## src/rtl/adcsp_pkg.sv

```systemverilog
// package of constants and carrier types for the serial conversion port
package adcsp_pkg;

  // ==========================================================================
  // frame geometry
  localparam int unsigned ADCSP_FRAME_EDGES   = 16;
  localparam int unsigned ADCSP_TRACK_EDGES   = 3;
  localparam int unsigned ADCSP_HOLD_EDGE     = 4;
  localparam int unsigned ADCSP_ZERO_BITS     = 4;
  localparam int unsigned ADCSP_RESULT_BITS   = 12;
  localparam int unsigned ADCSP_CTRL_BITS     = 8;
  localparam int unsigned ADCSP_CHAN_HI       = 5;
  localparam int unsigned ADCSP_CHAN_LO       = 3;

  localparam logic [4:0]  ADCSP_EDGE_ZERO     = 5'h00;
  localparam logic [4:0]  ADCSP_EDGE_HOLD     = 5'h04;
  localparam logic [4:0]  ADCSP_EDGE_LAST     = 5'h10;
  localparam logic [3:0]  ADCSP_RISE_CTRL_END = 4'h8;
  localparam logic [7:0]  ADCSP_CTRL_RESET    = 8'h00;
  localparam logic [2:0]  ADCSP_CHAN_GND      = 3'h7;
  localparam logic [11:0] ADCSP_RESULT_ZERO   = 12'h000;

  // ==========================================================================
  // conversion phases, one-hot
  typedef enum logic [3:0] {
    ADCSP_IDLE  = 4'b0001,
    ADCSP_TRACK = 4'b0010,
    ADCSP_CONV  = 4'b0100,
    ADCSP_DOWN  = 4'b1000
  } adcsp_phase_t;

  // synchronised pin levels and edges
  typedef struct packed {
    logic cs_low;
    logic sclk_fall;
    logic sclk_rise;
    logic cs_fall;
    logic cs_rise;
    logic din;
  } adcsp_pins_t;

  // converter core request: hold pulse and channel
  typedef struct packed {
    logic       sample;
    logic [2:0] chan;
  } adcsp_sample_t;

endpackage : adcsp_pkg

```

## src/rtl/adcsp_pin_sync.sv

```systemverilog
// pin synchroniser and edge detector for the serial port pins
`timescale 1ns/1ps
module adcsp_pin_sync
  import adcsp_pkg::*;
(
  // clock and reset
  input  wire logic  clock_in,
  input  wire logic  rst_b_in,
  // raw pins
  input  wire logic  cs_b_in,
  input  wire logic  sclk_in,
  input  wire logic  din_in,
  // synchronised view
  output adcsp_pins_t pins_out
);

  typedef struct packed {
    logic [2:0] meta;
    logic [2:0] sync;
    logic       sclk_d;
    logic       cs_b_d;
    adcsp_pins_t pins;
  } adcsp_sync_t;

  adcsp_sync_t st;
  adcsp_sync_t next_st;

  // ==========================================================================
  // next state: second stage feeds edge logic, first stage feeds only second
  always_comb begin
    next_st              = st;
    next_st.meta         = {cs_b_in, sclk_in, din_in};
    next_st.sync         = st.meta;
    next_st.cs_b_d       = st.sync[2];
    next_st.sclk_d       = st.sync[1];
    next_st.pins.cs_low  = ~st.sync[2];
    next_st.pins.din     = st.sync[0];
    next_st.pins.cs_fall = st.cs_b_d & ~st.sync[2];
    next_st.pins.cs_rise = ~st.cs_b_d & st.sync[2];
    next_st.pins.sclk_fall = st.sclk_d & ~st.sync[1];
    next_st.pins.sclk_rise = ~st.sclk_d & st.sync[1];
  end

  // state register, idle pins are high
  always_ff @(posedge clock_in or negedge rst_b_in) begin
    if (!rst_b_in) begin
      st <= '{meta: 3'h7, sync: 3'h7, sclk_d: 1'b1, cs_b_d: 1'b1, pins: '0};
    end else begin
      st <= next_st;
    end
  end

  assign pins_out = st.pins;

endmodule : adcsp_pin_sync

```

## src/rtl/adcsp_port.sv

```systemverilog
// serial framing and conversion sequencer of the seven-channel converter
// Function
// RULE1: conversion starts at chip select low and lasts 16 serial clock cycles
// RULE2: back-to-back conversions continue while chip select stays low
// RULE3: control word loaded now selects channel of the next conversion
// RULE4: chip select falling enables serial output driver
// RULE5: first internal falling edge enters track for three cycles
// RULE6: fourth falling edge switches to hold and captures the sample
// RULE7: internal clock gated off while chip select is high
// RULE8: clock low at chip select rise gives synthetic first falling edge
// RULE9: clock high at rise means first real falling edge starts tracking
// RULE10: output is four zeros then twelve result bits MSB first
// RULE11: bits change on falling edges, result lsb on 16th falling edge
// RULE12: host samples leading zeros only if first edge is falling
// RULE13: first 8 rising edges shift control word MSB first, rest ignored
// RULE14: host supplies a valid control word every conversion
// RULE15: control register is zero after power-up, first channel
// RULE16: bits 5..3 pick channel, codes 0..6 inputs, 7 ground
// RULE17: control bits 7, 6, 2, 1, 0 have no effect
// RULE18: powered while selected, powered down between 16th and next first edge
// RULE19: chip select rise tri-states output and abandons partial work
`timescale 1ns/1ps
module adcsp_port
  import adcsp_pkg::*;
(
  // clock and reset
  input  wire logic        clock_in,
  input  wire logic        rst_b_in,
  // host serial pins
  input  wire logic        cs_b_in,
  input  wire logic        sclk_in,
  input  wire logic        din_in,
  output logic             dout_out,
  output logic             dout_oe_out,
  // converter core side
  input  wire logic [11:0] core_result_in,
  output logic             core_track_out,
  output logic             core_sample_out,
  output logic [2:0]       core_chan_out,
  output logic             core_power_out
);

  // ==========================================================================
  // state
  typedef struct packed {
    adcsp_phase_t  phase;
    logic [4:0]    falls;
    logic [3:0]    rises;
    logic          sclk_low_at_rise;
    logic [7:0]    ctrl_shift;
    logic [7:0]    ctrl;
    logic [11:0]   result_shift;
    logic          dout;
    logic          dout_oe;
    logic          track;
    logic          power;
    adcsp_sample_t smp;
    logic          sclk_lvl;
  } adcsp_state_t;

  adcsp_state_t st;
  adcsp_state_t next_st;
  adcsp_pins_t  pins;
  logic         int_fall;

  // ==========================================================================
  // pin synchroniser
  adcsp_pin_sync u_sync (
    .clock_in (clock_in),
    .rst_b_in (rst_b_in),
    .cs_b_in  (cs_b_in),
    .sclk_in  (sclk_in),
    .din_in   (din_in),
    .pins_out (pins)
  );

  // internal falling edge, gated by chip select, synthetic on select fall
  always_comb begin
    int_fall = pins.cs_low & pins.sclk_fall;                          // [RULE7]
    if (pins.cs_fall && st.sclk_low_at_rise) begin
      int_fall = 1'b1;                                                // [RULE8]
    end
  end

  // ==========================================================================
  // sequencer
  always_comb begin
    next_st          = st;
    next_st.smp.sample = 1'b0;
    // track the level of the clock pin from pin edges
    if (pins.sclk_fall) begin
      next_st.sclk_lvl = 1'b0;
    end else if (pins.sclk_rise) begin
      next_st.sclk_lvl = 1'b1;
    end
    if (pins.cs_rise) begin
      // deselect: abandon frame, float output
      next_st.phase       = ADCSP_IDLE;                               // [RULE19]
      next_st.falls       = ADCSP_EDGE_ZERO;
      next_st.rises       = '0;
      next_st.ctrl_shift  = ADCSP_CTRL_RESET;
      next_st.dout_oe     = 1'b0;
      next_st.dout        = 1'b0;
      next_st.track       = 1'b0;
      next_st.power       = 1'b0;                                     // [RULE18]
      next_st.sclk_low_at_rise = ~st.sclk_lvl;                        // [RULE8] [RULE9]
    end else if (pins.cs_low) begin
      if (pins.cs_fall) begin
        // frame start: drive output, first leading zero
        next_st.dout_oe = 1'b1;                                       // [RULE4]
        next_st.dout    = 1'b0;
        next_st.power   = 1'b1;
        next_st.falls   = ADCSP_EDGE_ZERO;                            // [RULE1]
        next_st.rises   = '0;
        next_st.phase   = ADCSP_DOWN;
      end
      if (int_fall) begin
        if (st.falls == ADCSP_EDGE_LAST || st.phase != ADCSP_CONV && st.phase != ADCSP_TRACK
            || pins.cs_fall) begin
          // first falling edge of a conversion
          next_st.falls  = 5'h01;
          next_st.rises  = '0;
          next_st.phase  = ADCSP_TRACK;                               // [RULE5] [RULE2]
          next_st.track  = 1'b1;
          next_st.power  = 1'b1;
          next_st.dout   = 1'b0;                                      // [RULE10]
        end else begin
          next_st.falls = st.falls + 5'h01;
          if (st.falls + 5'h01 == ADCSP_EDGE_HOLD) begin
            // hold: capture with channel of the previous control word
            next_st.phase        = ADCSP_CONV;                        // [RULE6]
            next_st.track        = 1'b0;
            next_st.smp.sample   = 1'b1;
            next_st.result_shift = core_result_in;
            next_st.dout         = 1'b0;                              // [RULE10]
          end else if (st.falls + 5'h01 > ADCSP_EDGE_HOLD) begin
            // result bits MSB first, lsb on the 16th edge
            next_st.dout         = st.result_shift[ADCSP_RESULT_BITS-1];   // [RULE11]
            next_st.result_shift = {st.result_shift[10:0], 1'b0};
            if (st.falls + 5'h01 == ADCSP_EDGE_LAST) begin
              next_st.power = 1'b0;                                   // [RULE18]
              next_st.phase = ADCSP_DOWN;
            end
          end else begin
            next_st.dout = 1'b0;                                      // [RULE10]
          end
        end
      end
      // control word on first eight rising edges of the conversion
      if (pins.sclk_rise && !pins.cs_fall && st.phase != ADCSP_IDLE) begin
        if (st.rises < ADCSP_RISE_CTRL_END) begin
          next_st.ctrl_shift = {st.ctrl_shift[6:0], pins.din};        // [RULE13]
          next_st.rises      = st.rises + 4'h1;
          if (st.rises + 4'h1 == ADCSP_RISE_CTRL_END) begin
            next_st.ctrl = {st.ctrl_shift[6:0], pins.din};            // [RULE3]
          end
        end
      end
    end
    // channel moves only at the hold edge, from bits 5..3 of the last full word
    if (next_st.smp.sample) begin
      next_st.smp.chan = st.ctrl[ADCSP_CHAN_HI:ADCSP_CHAN_LO];        // [RULE3] [RULE16] [RULE17]
    end
  end

  // state register; control word zero at power-up
  always_ff @(posedge clock_in or negedge rst_b_in) begin
    if (!rst_b_in) begin
      st <= '{phase: ADCSP_IDLE, falls: ADCSP_EDGE_ZERO, rises: 4'h0,
              sclk_low_at_rise: 1'b0, ctrl_shift: ADCSP_CTRL_RESET,
              ctrl: ADCSP_CTRL_RESET, result_shift: ADCSP_RESULT_ZERO,   // [RULE15]
              dout: 1'b0, dout_oe: 1'b0, track: 1'b0, power: 1'b0,
              smp: '0, sclk_lvl: 1'b1};
    end else begin
      st <= next_st;
    end
  end

  // outputs straight from state
  assign dout_out        = st.dout;
  assign dout_oe_out     = st.dout_oe;
  assign core_track_out  = st.track;
  assign core_sample_out = st.smp.sample;
  assign core_chan_out   = st.smp.chan;
  assign core_power_out  = st.power;

endmodule : adcsp_port

```

## config.mk

```make
export PLATFORM = sky130hd
export DESIGN_NAME = adcsp_port
export DESIGN_NICKNAME = d
export VERILOG_FILES = /design/src/rtl/adcsp_pkg.sv /design/src/rtl/adcsp_pin_sync.sv /design/src/rtl/adcsp_port.sv
export SDC_FILE = /design/constraint.sdc
export NUM_CORES = 1
export LEC_CHECK = 0
export BUFFER_PORTS_ARGS = -buffer_cell sky130_fd_sc_hd__clkbuf_2
export CAP_MARGIN = 20
export CORE_MARGIN = 2
export CORE_UTILIZATION = 55
export CTS_BUF_LIST = sky130_fd_sc_hd__clkbuf_4
export CTS_CLUSTER_DIAMETER = 60
export DETAILED_ROUTE_END_ITERATION = 12
export GPL_ROUTABILITY_DRIVEN = 1
export PLACE_DENSITY = 0.78
export SYNTH_ARGS = -nofsm -noshare
export SYNTH_HDL_FRONTEND = slang
export SYNTH_SLANG_ARGS = --single-unit
```

## constraint.sdc

```tcl
create_clock -name clock_in -period 2.1 [get_ports clock_in]
set_clock_uncertainty 0.15 [all_clocks]
set_input_delay 0.21 -clock clock_in [delete_from_list [all_inputs] [get_ports clock_in]]
set_output_delay 0.21 -clock clock_in [all_outputs]
set_load 0.005 [all_outputs]
```

Word-level counts from Yosys, hierarchy flattened
Cells that the tools add are included.
{ "word_totals": {"mem_bits_rw": 0, "output_inout_bits": 8, "latchBits": 0, "in_bits": 17, "rom_bits": 0, "memories": 0, "regBits": 64, "elab_cells": 106} }
{ "op_classes": {"reduce_logical": 22, "n_mul": 0, "add_sub_neg": 2, "eq_ne": 7, "bitwise_logic": 12, "n_mux": 37, "shifts": 0, "n_div": 0, "order_cmp": 2} }
{ "op_table": {"columns": ["operator", "count"], "rows": [
  ["13-bit 2-to-1 mux", 6],
  ["32-bit 2-to-1 mux", 1],
  ["15-bit 2-to-1 mux", 2],
  ["4-bit 2-to-1 mux", 7],
  ["12-bit 2-to-1 mux", 2],
  ["2-bit nonzero test", 7],
  ["1-bit 2-to-1 mux", 13],
  ["5-bit equality test, second input constant", 2],
  ["5-bit AND reduction", 2],
  ["9-bit 2-to-1 mux", 1],
  ["8-bit 2-to-1 mux", 1],
  ["7-bit 2-to-1 mux", 1],
  ["1-bit NOT", 7],
  ["3-bit AND reduction", 2],
  ["3-bit nonzero test", 2],
  ["5-bit by 1-bit adder with 5-bit output, second input constant", 1],
  ["1-bit AND", 5],
  ["5-bit by 3-bit equality test with 1-bit output, second input constant", 1],
  ["5-bit by 3-bit greater-than comparator with 1-bit output, second input constant", 1],
  ["4-bit by 1-bit adder with 4-bit output, second input constant", 1],
  ["4-bit equality test, second input constant", 1],
  ["1-bit logical AND", 4],
  ["4-bit < comparator, second input constant", 1],
  ["2-bit 2-to-1 mux", 2],
  ["other kinds (7)", 9]
]} }

Logic depth before layout (Yosys ltp)
Gate-level depths: netlist (run 1).
{ "depth": {"ltp_word": 11, "mapped_depth": 9, "ltp_nobuf": 6} }

Modules after synthesis
A second synthesis (run 1) with hierarchy kept.
{ "unflattened": {"hier_cells": 223, "area_unflattened_um2": 2661.3} }
{ "modules_own_cells": {"columns": ["module", "instances", "cells_per_inst", "seq_area_each_um2", "area_each_um2"], "rows": [
  ["adcsp_port", 1, 198, 1078.5, 2222.1],
  ["adcsp_pin_sync", 1, 25, 360.3, 439.2]
]} }

Least setup slack after synthesis (run 1)
No wires, ideal clock.
{ "synth_timing": {"kind": "register -> register", "startpoint": "reg st[42] (netlist name)", "endpoint": "reg st[12] (netlist name)", "path_buffers": 3, "stages_incl_launch_ff": 10, "setup_slack_ps": -80, "required_ps": 1823, "setup_time_ps": 127, "t_arrival_ps": 1903, "synth_period_minus_slack_ps": 2180, "path_cell_list": "dfrtp_1 clkbuf_1 inv_1 ha_1 and4bb_2 nor3_4 and4_1 buf_2 buf_4 a31oi_1"} }
{ "synth_between": {"elab_chain_len": 5, "elab_cells_between_ends": 10, "cone_classes": "add/sub: 1; order compare: 1; eq/ne: 2; mux: 1; bitwise: 1; reduce/logical: 4"} }
{ "synth_rtl": {"columns": ["element", "line", "source"], "rows": [
  ["from (decl)", "adcsp_port.sv:61", "adcsp_state_t st;"],
  ["from (signal assigned)", "adcsp_port.sv:169", "st <= '{phase: ADCSP_IDLE, falls: ADCSP_EDGE_ZERO, rises: 4'h0,"],
  ["from (signal assigned)", "adcsp_port.sv:175", "st <= next_st;"],
  ["parallel branches: the longest is 5 deep, another holds 5-bit by 1-bit adder with 5-bit output", null, null]
]} }
Several ways; the timed one is not identified.
A chain may end at the register's enable or synchronous reset.

Worst setup path in the final report (run 1)
{ "layout_timing": {"startpoint": "reg st[42] (netlist name)", "endpoint": "reg st, in the netlist core_chan_out[2]"} }
{ "layout_between": {"elab_chain_len": 7, "elab_cells_between_ends": 10, "cone_classes": "add/sub: 1; eq/ne: 2; mux: 5; reduce/logical: 2"} }
{ "layout_rtl": {"columns": ["element", "line", "source"], "rows": [
  ["5-bit by 1-bit adder with 5-bit output or 5-bit equality test (tied branches)", "adcsp_port.sv:129, adcsp_port.sv:118", null],
  ["5-bit by 3-bit equality test with 1-bit output or 1-bit logical OR (tied branches)", "adcsp_port.sv:129, adcsp_port.sv:118", null],
  ["1-bit 2-to-1 mux or 1-bit logical OR (tied branches)", "adcsp_port.sv:129, adcsp_port.sv:119", null],
  ["1-bit 2-to-1 mux *", "adcsp_port.sv:118", "if (st.falls == ADCSP_EDGE_LAST || st.phase != ADCSP_CONV && st.phase != ADCSP_TRACK"],
  ["3-bit 2-to-1 mux *", "adcsp_port.sv:117", "if (int_fall) begin"],
  ["32-bit 2-to-1 mux *", "adcsp_port.sv:107", "end else if (pins.cs_low) begin"],
  ["1-bit 2-to-1 mux *", "adcsp_port.sv:96", "if (pins.cs_rise) begin"]
]} }
Mark *: on every way between the ends. The rest lies on a longest branch, timed or not. The select of a mux whose other input is x is not followed.

==> metrics.md, run 1 <==
| Metric | Value |
|---|---|
| Initial DRC count | `287` |
| Ys async rst share | `100%` |
| Most frequent cells in the layout | `45 x dfrtp_1, 24 x clkbuf_2, 24 x buf_4` |
| IO Count | `25` |
| Post-Syn Area | `2800 um^2` |
| Dpl hpwl | `4160 um` |
| Synth Register Bits | `57` |
| WS Path Type | `reg -> reg` |
| Initial Util | `58.0%` |
| Routed via count | `2399` |
| Post-synth EDFFs | `0` |
| CP arrival | `2.15 ns` |
| Worst-path clk slew | `0.10 ns` |
| GRT Residual Overflow | `0` |
| FILL cells | `358` |
| IR drop worst, VDD | `732 uV` |
| Peak Freq | `493 MHz` |
| Power Density | `625 nW/um^2` |
| Router iterations before antenna repair | `5` |
| Vias in the first global route | `2138` |
| Vias/cell | `6.04` |
| Max Slew Vio Count | `0` |
| DIE AREA | `5670 um^2` |
| Status | `finished, final reports clean` |
| DR WL/cell | `16.4 um` |
| Area delta synth->final | `23.4%` |
| Tmin final | `2.03 ns` |
| Register area share after synthesis | `51.5%` |
| Slew @ Worst Pin | `0.578 ns` |
| Post-Route WL | `6500 um` |
| Max Root-Sink Buffers | `2` |
| Max-Cap Viols | `0` |
| Placer Congestion | `0.883` |
| Sinks on Clock Net | `57` |
| Hold Path Class | `in -> async` |
| Final hold viol count | `0` |
| DRT antenna net count | `0` |
| Num rows | `25` |
| Final setup viols | `0` |
| Total global-route track usage | `24.3%` |
| Pin count of the biggest net entering global routing | `27` |
| Synth warn | `0` |
| CTS tree | `yes` |
| Drt drc | `0` |
| Fraction of layout cells with a size suffix above 1 | `30.3%` |
| IO buf count | `24` |
| Endpoint class of the critical path | `flip-flop` |
| Die height | `75.3 um` |
| Syn_nets | `295` |
| Worst slew margin | `60.9%` |
| Library cells used by synthesis | `52` |
| Top FF cell, synth | `dfrtp_1` |
| Clk_lat worst skew | `0.40 ns` |
| Core Area | `4820 um^2` |
| RSZ-0062 raised after global routing | `no` |
| CTS buffer count | `9` |
| Static Leak | `1.54 nW` |
| H-tree depth | `3` |
| Synth Instances | `273` |
| Final period utilization | `96.5%` |
| Root Buffer Master | `clkbuf_4` |
| Final cell count without fillers | `397` |
| Die span in x | `75.3 um` |
| Initial antenna violation count | `0` |
| N_diodes | `0` |
| Worst Hold Slack | `0.185 ns` |
| Worst-path fanout max | `6` |
| NumNets Final | `347` |
| WP data required | `2.23 ns` |
| CP Launch Type | `flip-flop` |
| First-pass GRT wire length | `10200 um` |
| Most common cell after layout, fill and taps aside | `dfrtp_1` |
| DP Cell Count | `363` |
| Syn Area/Cell | `10.2 um^2` |
cell families after synthesis:
logic type | after synthesis | share of synthesized area [%]
simple gates | 85 | 16.9
compound gates | 82 | 20.1
flops | 57 | 51.5
buf+inv | 34 | 5.51
mux | 8 | 3.13
fa+ha+maj | 5 | 2.24
xor+xnor | 2 | 0.627
cell usage after synthesis (3+ instances only):
cell type  number  share of area [%]
a32o_1          3                1.1
nor2b_1         8                1.8
a21oi_1        15                2.7
a311oi_1        3               0.94
mux2_2          6                2.4
dfrtp_1        47                 42
nand2_1        21                2.8
ha_1            5                2.2
o211ai_1        5                1.3
dfstp_2        10                9.4
inv_1           7               0.94
buf_4           4                1.1
a41oi_1        11                3.4
a21o_1          6                1.6
o21ai_0        16                2.9
a31oi_1        12                2.7
nor2_1         10                1.3
nand2b_1        3               0.67
clkbuf_1       12                1.6
nand3_1        20                3.6
buf_2           8                1.4
cell type report:
cell class	count	area (um^2)	area share, %
Inverter	7	26.3	0.762
Tap cell	67	83.8	2.43
Timing Repair Buffer	68	532	15.4
Clock buffer	11	82.6	2.39
Multi-Input combinational cell	182	1260	36.5
Sequential cell	57	1440	41.8
Clock inverter	5	23.8	0.689
flip-flops by register name (all words and copies together), names as in the netlist:
name / count
core_chan_out: 3
u_sync.next_st: 6
core_power_out: 1
u_sync.st: 2
core_track_out: 1
core_sample_out: 1
dout_out: 1
st: 35
dout_oe_out: 1
u_sync.pins_out: 6
stage by stage:
stage	util [%]	setup slack (ns)	total power, mW	area, um^2	setup TNS [ns]
finish	71.6	0.0726	2.15	3450	0
global route	71.6	0.00871	2.25	3450	0
CTS	70.0	0.0226	2.15	3370	0
detailed placement	64.4	-0.0614	1.47	3100	-0.157
global placement	64.4	0.0435	1.46	3100	0
floorplan	-	0.0150	1.35	2800	0
report_power, final:
part | switching (mW) | internal [mW]
clock network | 0.396 | 0.258
logic | 0.168 | 0.145
registers | 0.0357 | 1.15
worst paths after layout:
kind	from	end	slack, ns	cells past startpoint
setup / recovery	st[42]	core_chan_out[2]	0.07	5
min in group clock_in	u_sync.next_st[10]	u_sync.next_st[6]	0.20	0
setup reg to reg	st[42]	core_chan_out[2]	0.07	5
hold reg to reg	u_sync.next_st[10]	u_sync.next_st[6]	0.20	0
max in group asynchronous	rst_b_in	u_sync.next_st[0]	1.01	3
hold / removal	rst_b_in	u_sync.pins_out[5]	0.18	2
critical path, stage by stage, from the launching register on:
cell and delay, ns:
dfrtp_2 0.45, ha_1 0.26, nor4bb_4 0.18, and3_2 0.27, o211ai_4 0.23, mux2_2 0.36
layer usage:
| metal | part of all wire, % | up-vias | global-route usage (%) |
|---|---|---|---|
| met5 | 0 | - | 0 |
| li1 | - | 1121 | - |
| met2 | 49 | 101 | 37.0 |
| met1 | 44 | 1165 | 34.2 |
| met4 | 1.4 | 0 | 9.16 |
| met3 | 6.4 | 12 | 5.95 |
repair_timing:
item	4_1_cts	5_1_grt
endpoints found under the setup margin	6	19
endpoints found under the hold margin	34	0
pin swaps	1	4
hold buffers	16	0
setup buffers	0	2
resized for setup	2	12
Power figures use the tool's default switching activity.
==> run 2: changes to the inputs <==
ABC_AREA = 1   (was default)
==> metrics.md, run 2 <==
| Metric | Value |
|---|---|
| Core Area | `4440 um^2 (-7.7%)` |
| Endpoint class of the critical path | `flip-flop` |
| Placed Area | `2800 um^2 (-9.8%)` |
| Sequential fraction of design power | `51.7% (-3.4 points)` |
| Fraction of layout cells with a size suffix above 1 | `22.1% (-8.2 points)` |
| DIE AREA | `5280 um^2 (-6.8%)` |
| Die span in x | `72.7 um (-3.5%)` |
| Synth Instances | `285 (+4.4%)` |
| Pre-CTS WS | `0.139 ns (+0.201 ns)` |
| Area delta synth->final | `20.6%` |
| Final TNS setup | `0 ns (unchanged)` |
| Max Slew Vio Count | `0 (unchanged)` |
| Dpl hpwl | `3430 um (-18%)` |
| DR WL/cell | `12.7 um (-22%)` |
| Die height | `72.7 um (-3.5%)` |
| Vias/cell | `5.34 (-12%)` |
| Worst slew margin | `61.3% (+0.35 points)` |
| Routed via count | `2093 (-13%)` |
| Vias in the first global route | `1970 (-7.9%)` |
| DP Cell Count | `360 (-0.83%)` |
| Worst-path clk slew | `0.10 ns (about the same)` |
| Final hold viol count | `0 (unchanged)` |
| Post-Syn Area | `2590 um^2 (-7.2%)` |
| Clk_lat worst skew | `0.39 ns (about the same)` |
| Peak Freq | `509 MHz (+3.3%)` |
| Num rows | `24 (-4.0%)` |
| PnR worst setup slack | `0.137 ns (+0.0641 ns)` |
| FILL cells | `360 (+0.56%)` |
| NetSw | `0.560 mW (-6.6%)` |
| IO buf count | `24 (unchanged)` |
| Max-Cap Viols | `0 (unchanged)` |
| Synth Register Bits | `57 (unchanged)` |
| Combinational fraction of design power | `9.0% (-5.5 points)` |
| Root Buffer Master | `clkbuf_4` |
| GRT Residual Overflow | `0 (unchanged)` |
| Final instance area | `3130 um^2 (-9.3%)` |
| Initial DRC count | `193 (-33%)` |
| Synth warn | `0 (unchanged)` |
| Status | `finished, final reports clean` |
| Top reg by flops | `st` |
| Drt drc | `0 (unchanged)` |
| Slew @ Worst Pin | `0.581 ns (+0.00284 ns)` |
| IR drop worst, VDD | `460 uV (-37%)` |
| Final period utilization | `93.5% (-3.1 points)` |
| Syn Area/Cell | `9.11 um^2 (-11%)` |
| Synth top area share | `45.3% (+3.2 points)` |
| Register area share after synthesis | `55.4% (+4.0 points)` |
| IO Count | `25 (unchanged)` |
| Tmin final | `1.96 ns (-0.0641 ns)` |
| Switching share of power | `24.2% (-3.6 points)` |
| CTS tree | `yes` |
| WS Path Type | `reg -> reg` |
| CP Launch Type | `flip-flop` |
| Synth top cells by count | `52 x nand2_1, 47 x dfrtp_1, 35 x inv_1` |
| Initial Util | `58.4% (+0.36 points)` |
| First-pass GRT wire length | `8470 um (-17%)` |
| Pin count of the biggest net entering global routing | `36 (+33%)` |
| Ys async rst share | `100% (unchanged)` |
| Power Density | `739 nW/um^2 (+18%)` |
| Most common cell after layout, fill and taps aside | `nand2_1` |
| Worst-path fanout max | `23 (+17)` |
| DRT antenna net count | `0 (unchanged)` |
| Top FF cell, synth | `dfrtp_1` |
| CP arrival | `2.09 ns (-0.06 ns)` |
| Sinks on Clock Net | `57 (unchanged)` |
| Static Leak | `1.51 nW (-1.6%)` |
| Synth area leaders | `dfrtp_1 45%, dfstp_2 10%, nand2_1 7.5%, inv_1 5.1%, nand3_1 5.0%` |
| Largest register FFs | `35 (unchanged)` |
| Most frequent cells in the layout | `52 x nand2_1, 47 x dfrtp_1, 35 x inv_1` |
| Synth area leader | `dfrtp_1` |
| Max Root-Sink Buffers | `2 (unchanged)` |
| Hold Path Class | `in -> async` |
| WP data required | `2.23 ns (about the same)` |
| Total global-route track usage | `20.9% (-3.4 points)` |
| Placer Congestion | `0.875 (-0.95%)` |
| Router iterations before antenna repair | `5 (unchanged)` |
| CTS buffer count | `9 (unchanged)` |
| Top-count cell post-synth | `nand2_1` |
| Final setup viols | `0 (unchanged)` |
| Post-Route WL | `4980 um (-23%)` |
| NumNets Final | `357 (+2.9%)` |
| Share of power burned in the clock network | `39.3% (+8.9 points)` |
| N_diodes | `0 (unchanged)` |
| Post-synth EDFFs | `0 (unchanged)` |
| Final cell count without fillers | `392 (-1.3%)` |
| Library cells used by synthesis | `28 (-46%)` |
| Initial antenna violation count | `0 (unchanged)` |
| Pint | `1.75 mW (+13%)` |
| Syn_nets | `307 (+4.1%)` |
| H-tree depth | `3 (unchanged)` |
run 2: routing by layer:
metal	GRT usage (%)	vias to the layer above	share of wire, %
li1	-	1044	-
met4	10.9	0	1.8
met1	27.6	991	48
met5	0	-	0
met3	4.42	13	3.7
met2	32.6	45	46
run 2: cell type report:
| type | count | area (um^2) | share of cell area [%] |
|---|---|---|---|
| clock buffers | 11 | 82.6 | 2.64 |
| clock inverters | 5 | 80.1 | 2.56 |
| inverters | 38 | 143 | 4.56 |
| multi-input cells | 182 | 962 | 30.7 |
| flip-flops and latches | 57 | 1440 | 46.0 |
| well taps | 52 | 65.1 | 2.08 |
| repair buffers | 47 | 358 | 11.4 |
run 2: kinds of logic (layout without fill, tap and decap cells):
group / after synthesis / count (layout) / synth area share, %
xor gates and xnor gates: 1 / 1 / 0.338
DFF: 57 / 57 / 55.4
and+or+nand+nor: 124 / 124 / 21.8
buffers and inverters: 46 / 101 / 7.67
adders and majority gates: 5 / 5 / 2.41
AOI/OAI and AO/OA: 52 / 52 / 12.3
run 2: metrics by stage:
step                hold slack, ns  util [%]  power [mW]
finish                       0.199      70.4        2.31
global route                 0.215      70.4        2.40
CTS                          0.208      70.3        2.32
detailed placement          0.0876      63.0        1.40
global placement            0.0785      63.0        1.39
floorplan                   -0.236         -        1.31
run 2: timing repair:
| item | 4_1_cts | 5_1_grt |
|---|---|---|
| hold endpoints to repair | 28 | 0 |
| hold buffers | 16 | 0 |
| resized for setup | 0 | 1 |
| setup endpoints to repair | 0 | 1 |
| buffers inserted | 0 | 0 |
run 2: power by group through the flow:
stage	clock, mW	combinational [mW]	sequential [mW]
after floorplan	0	0.105	1.21
after global placement	0	0.178	1.21
after detailed placement	0	0.185	1.22
after CTS	0.918	0.209	1.20
after global routing	0.958	0.238	1.20
final	0.908	0.207	1.20
run 2: final timing paths:
check	start	end	slack, ns	cells after the start
worst min register to register	u_sync.next_st[8]	u_sync.next_st[0]	0.21	0
worst max register to register	st[42]	st[15]	0.14	9
min in group clock_in	u_sync.next_st[8]	u_sync.next_st[0]	0.21	0
worst min-delay path	rst_b_in	st[30]	0.20	2
worst max-delay path	st[42]	st[15]	0.14	9
max in group asynchronous	rst_b_in	st[47]	0.94	3
run 2: critical path: stages (launching register included):
cell	delay, ns
dfrtp_1	0.43
ha_1	0.26
inv_1	0.06
nand2_1	0.05
and2_1	0.18
nor3_2	0.31
nor2_4	0.06
buf_12	0.16
nor2_1	0.13
a31oi_2	0.05
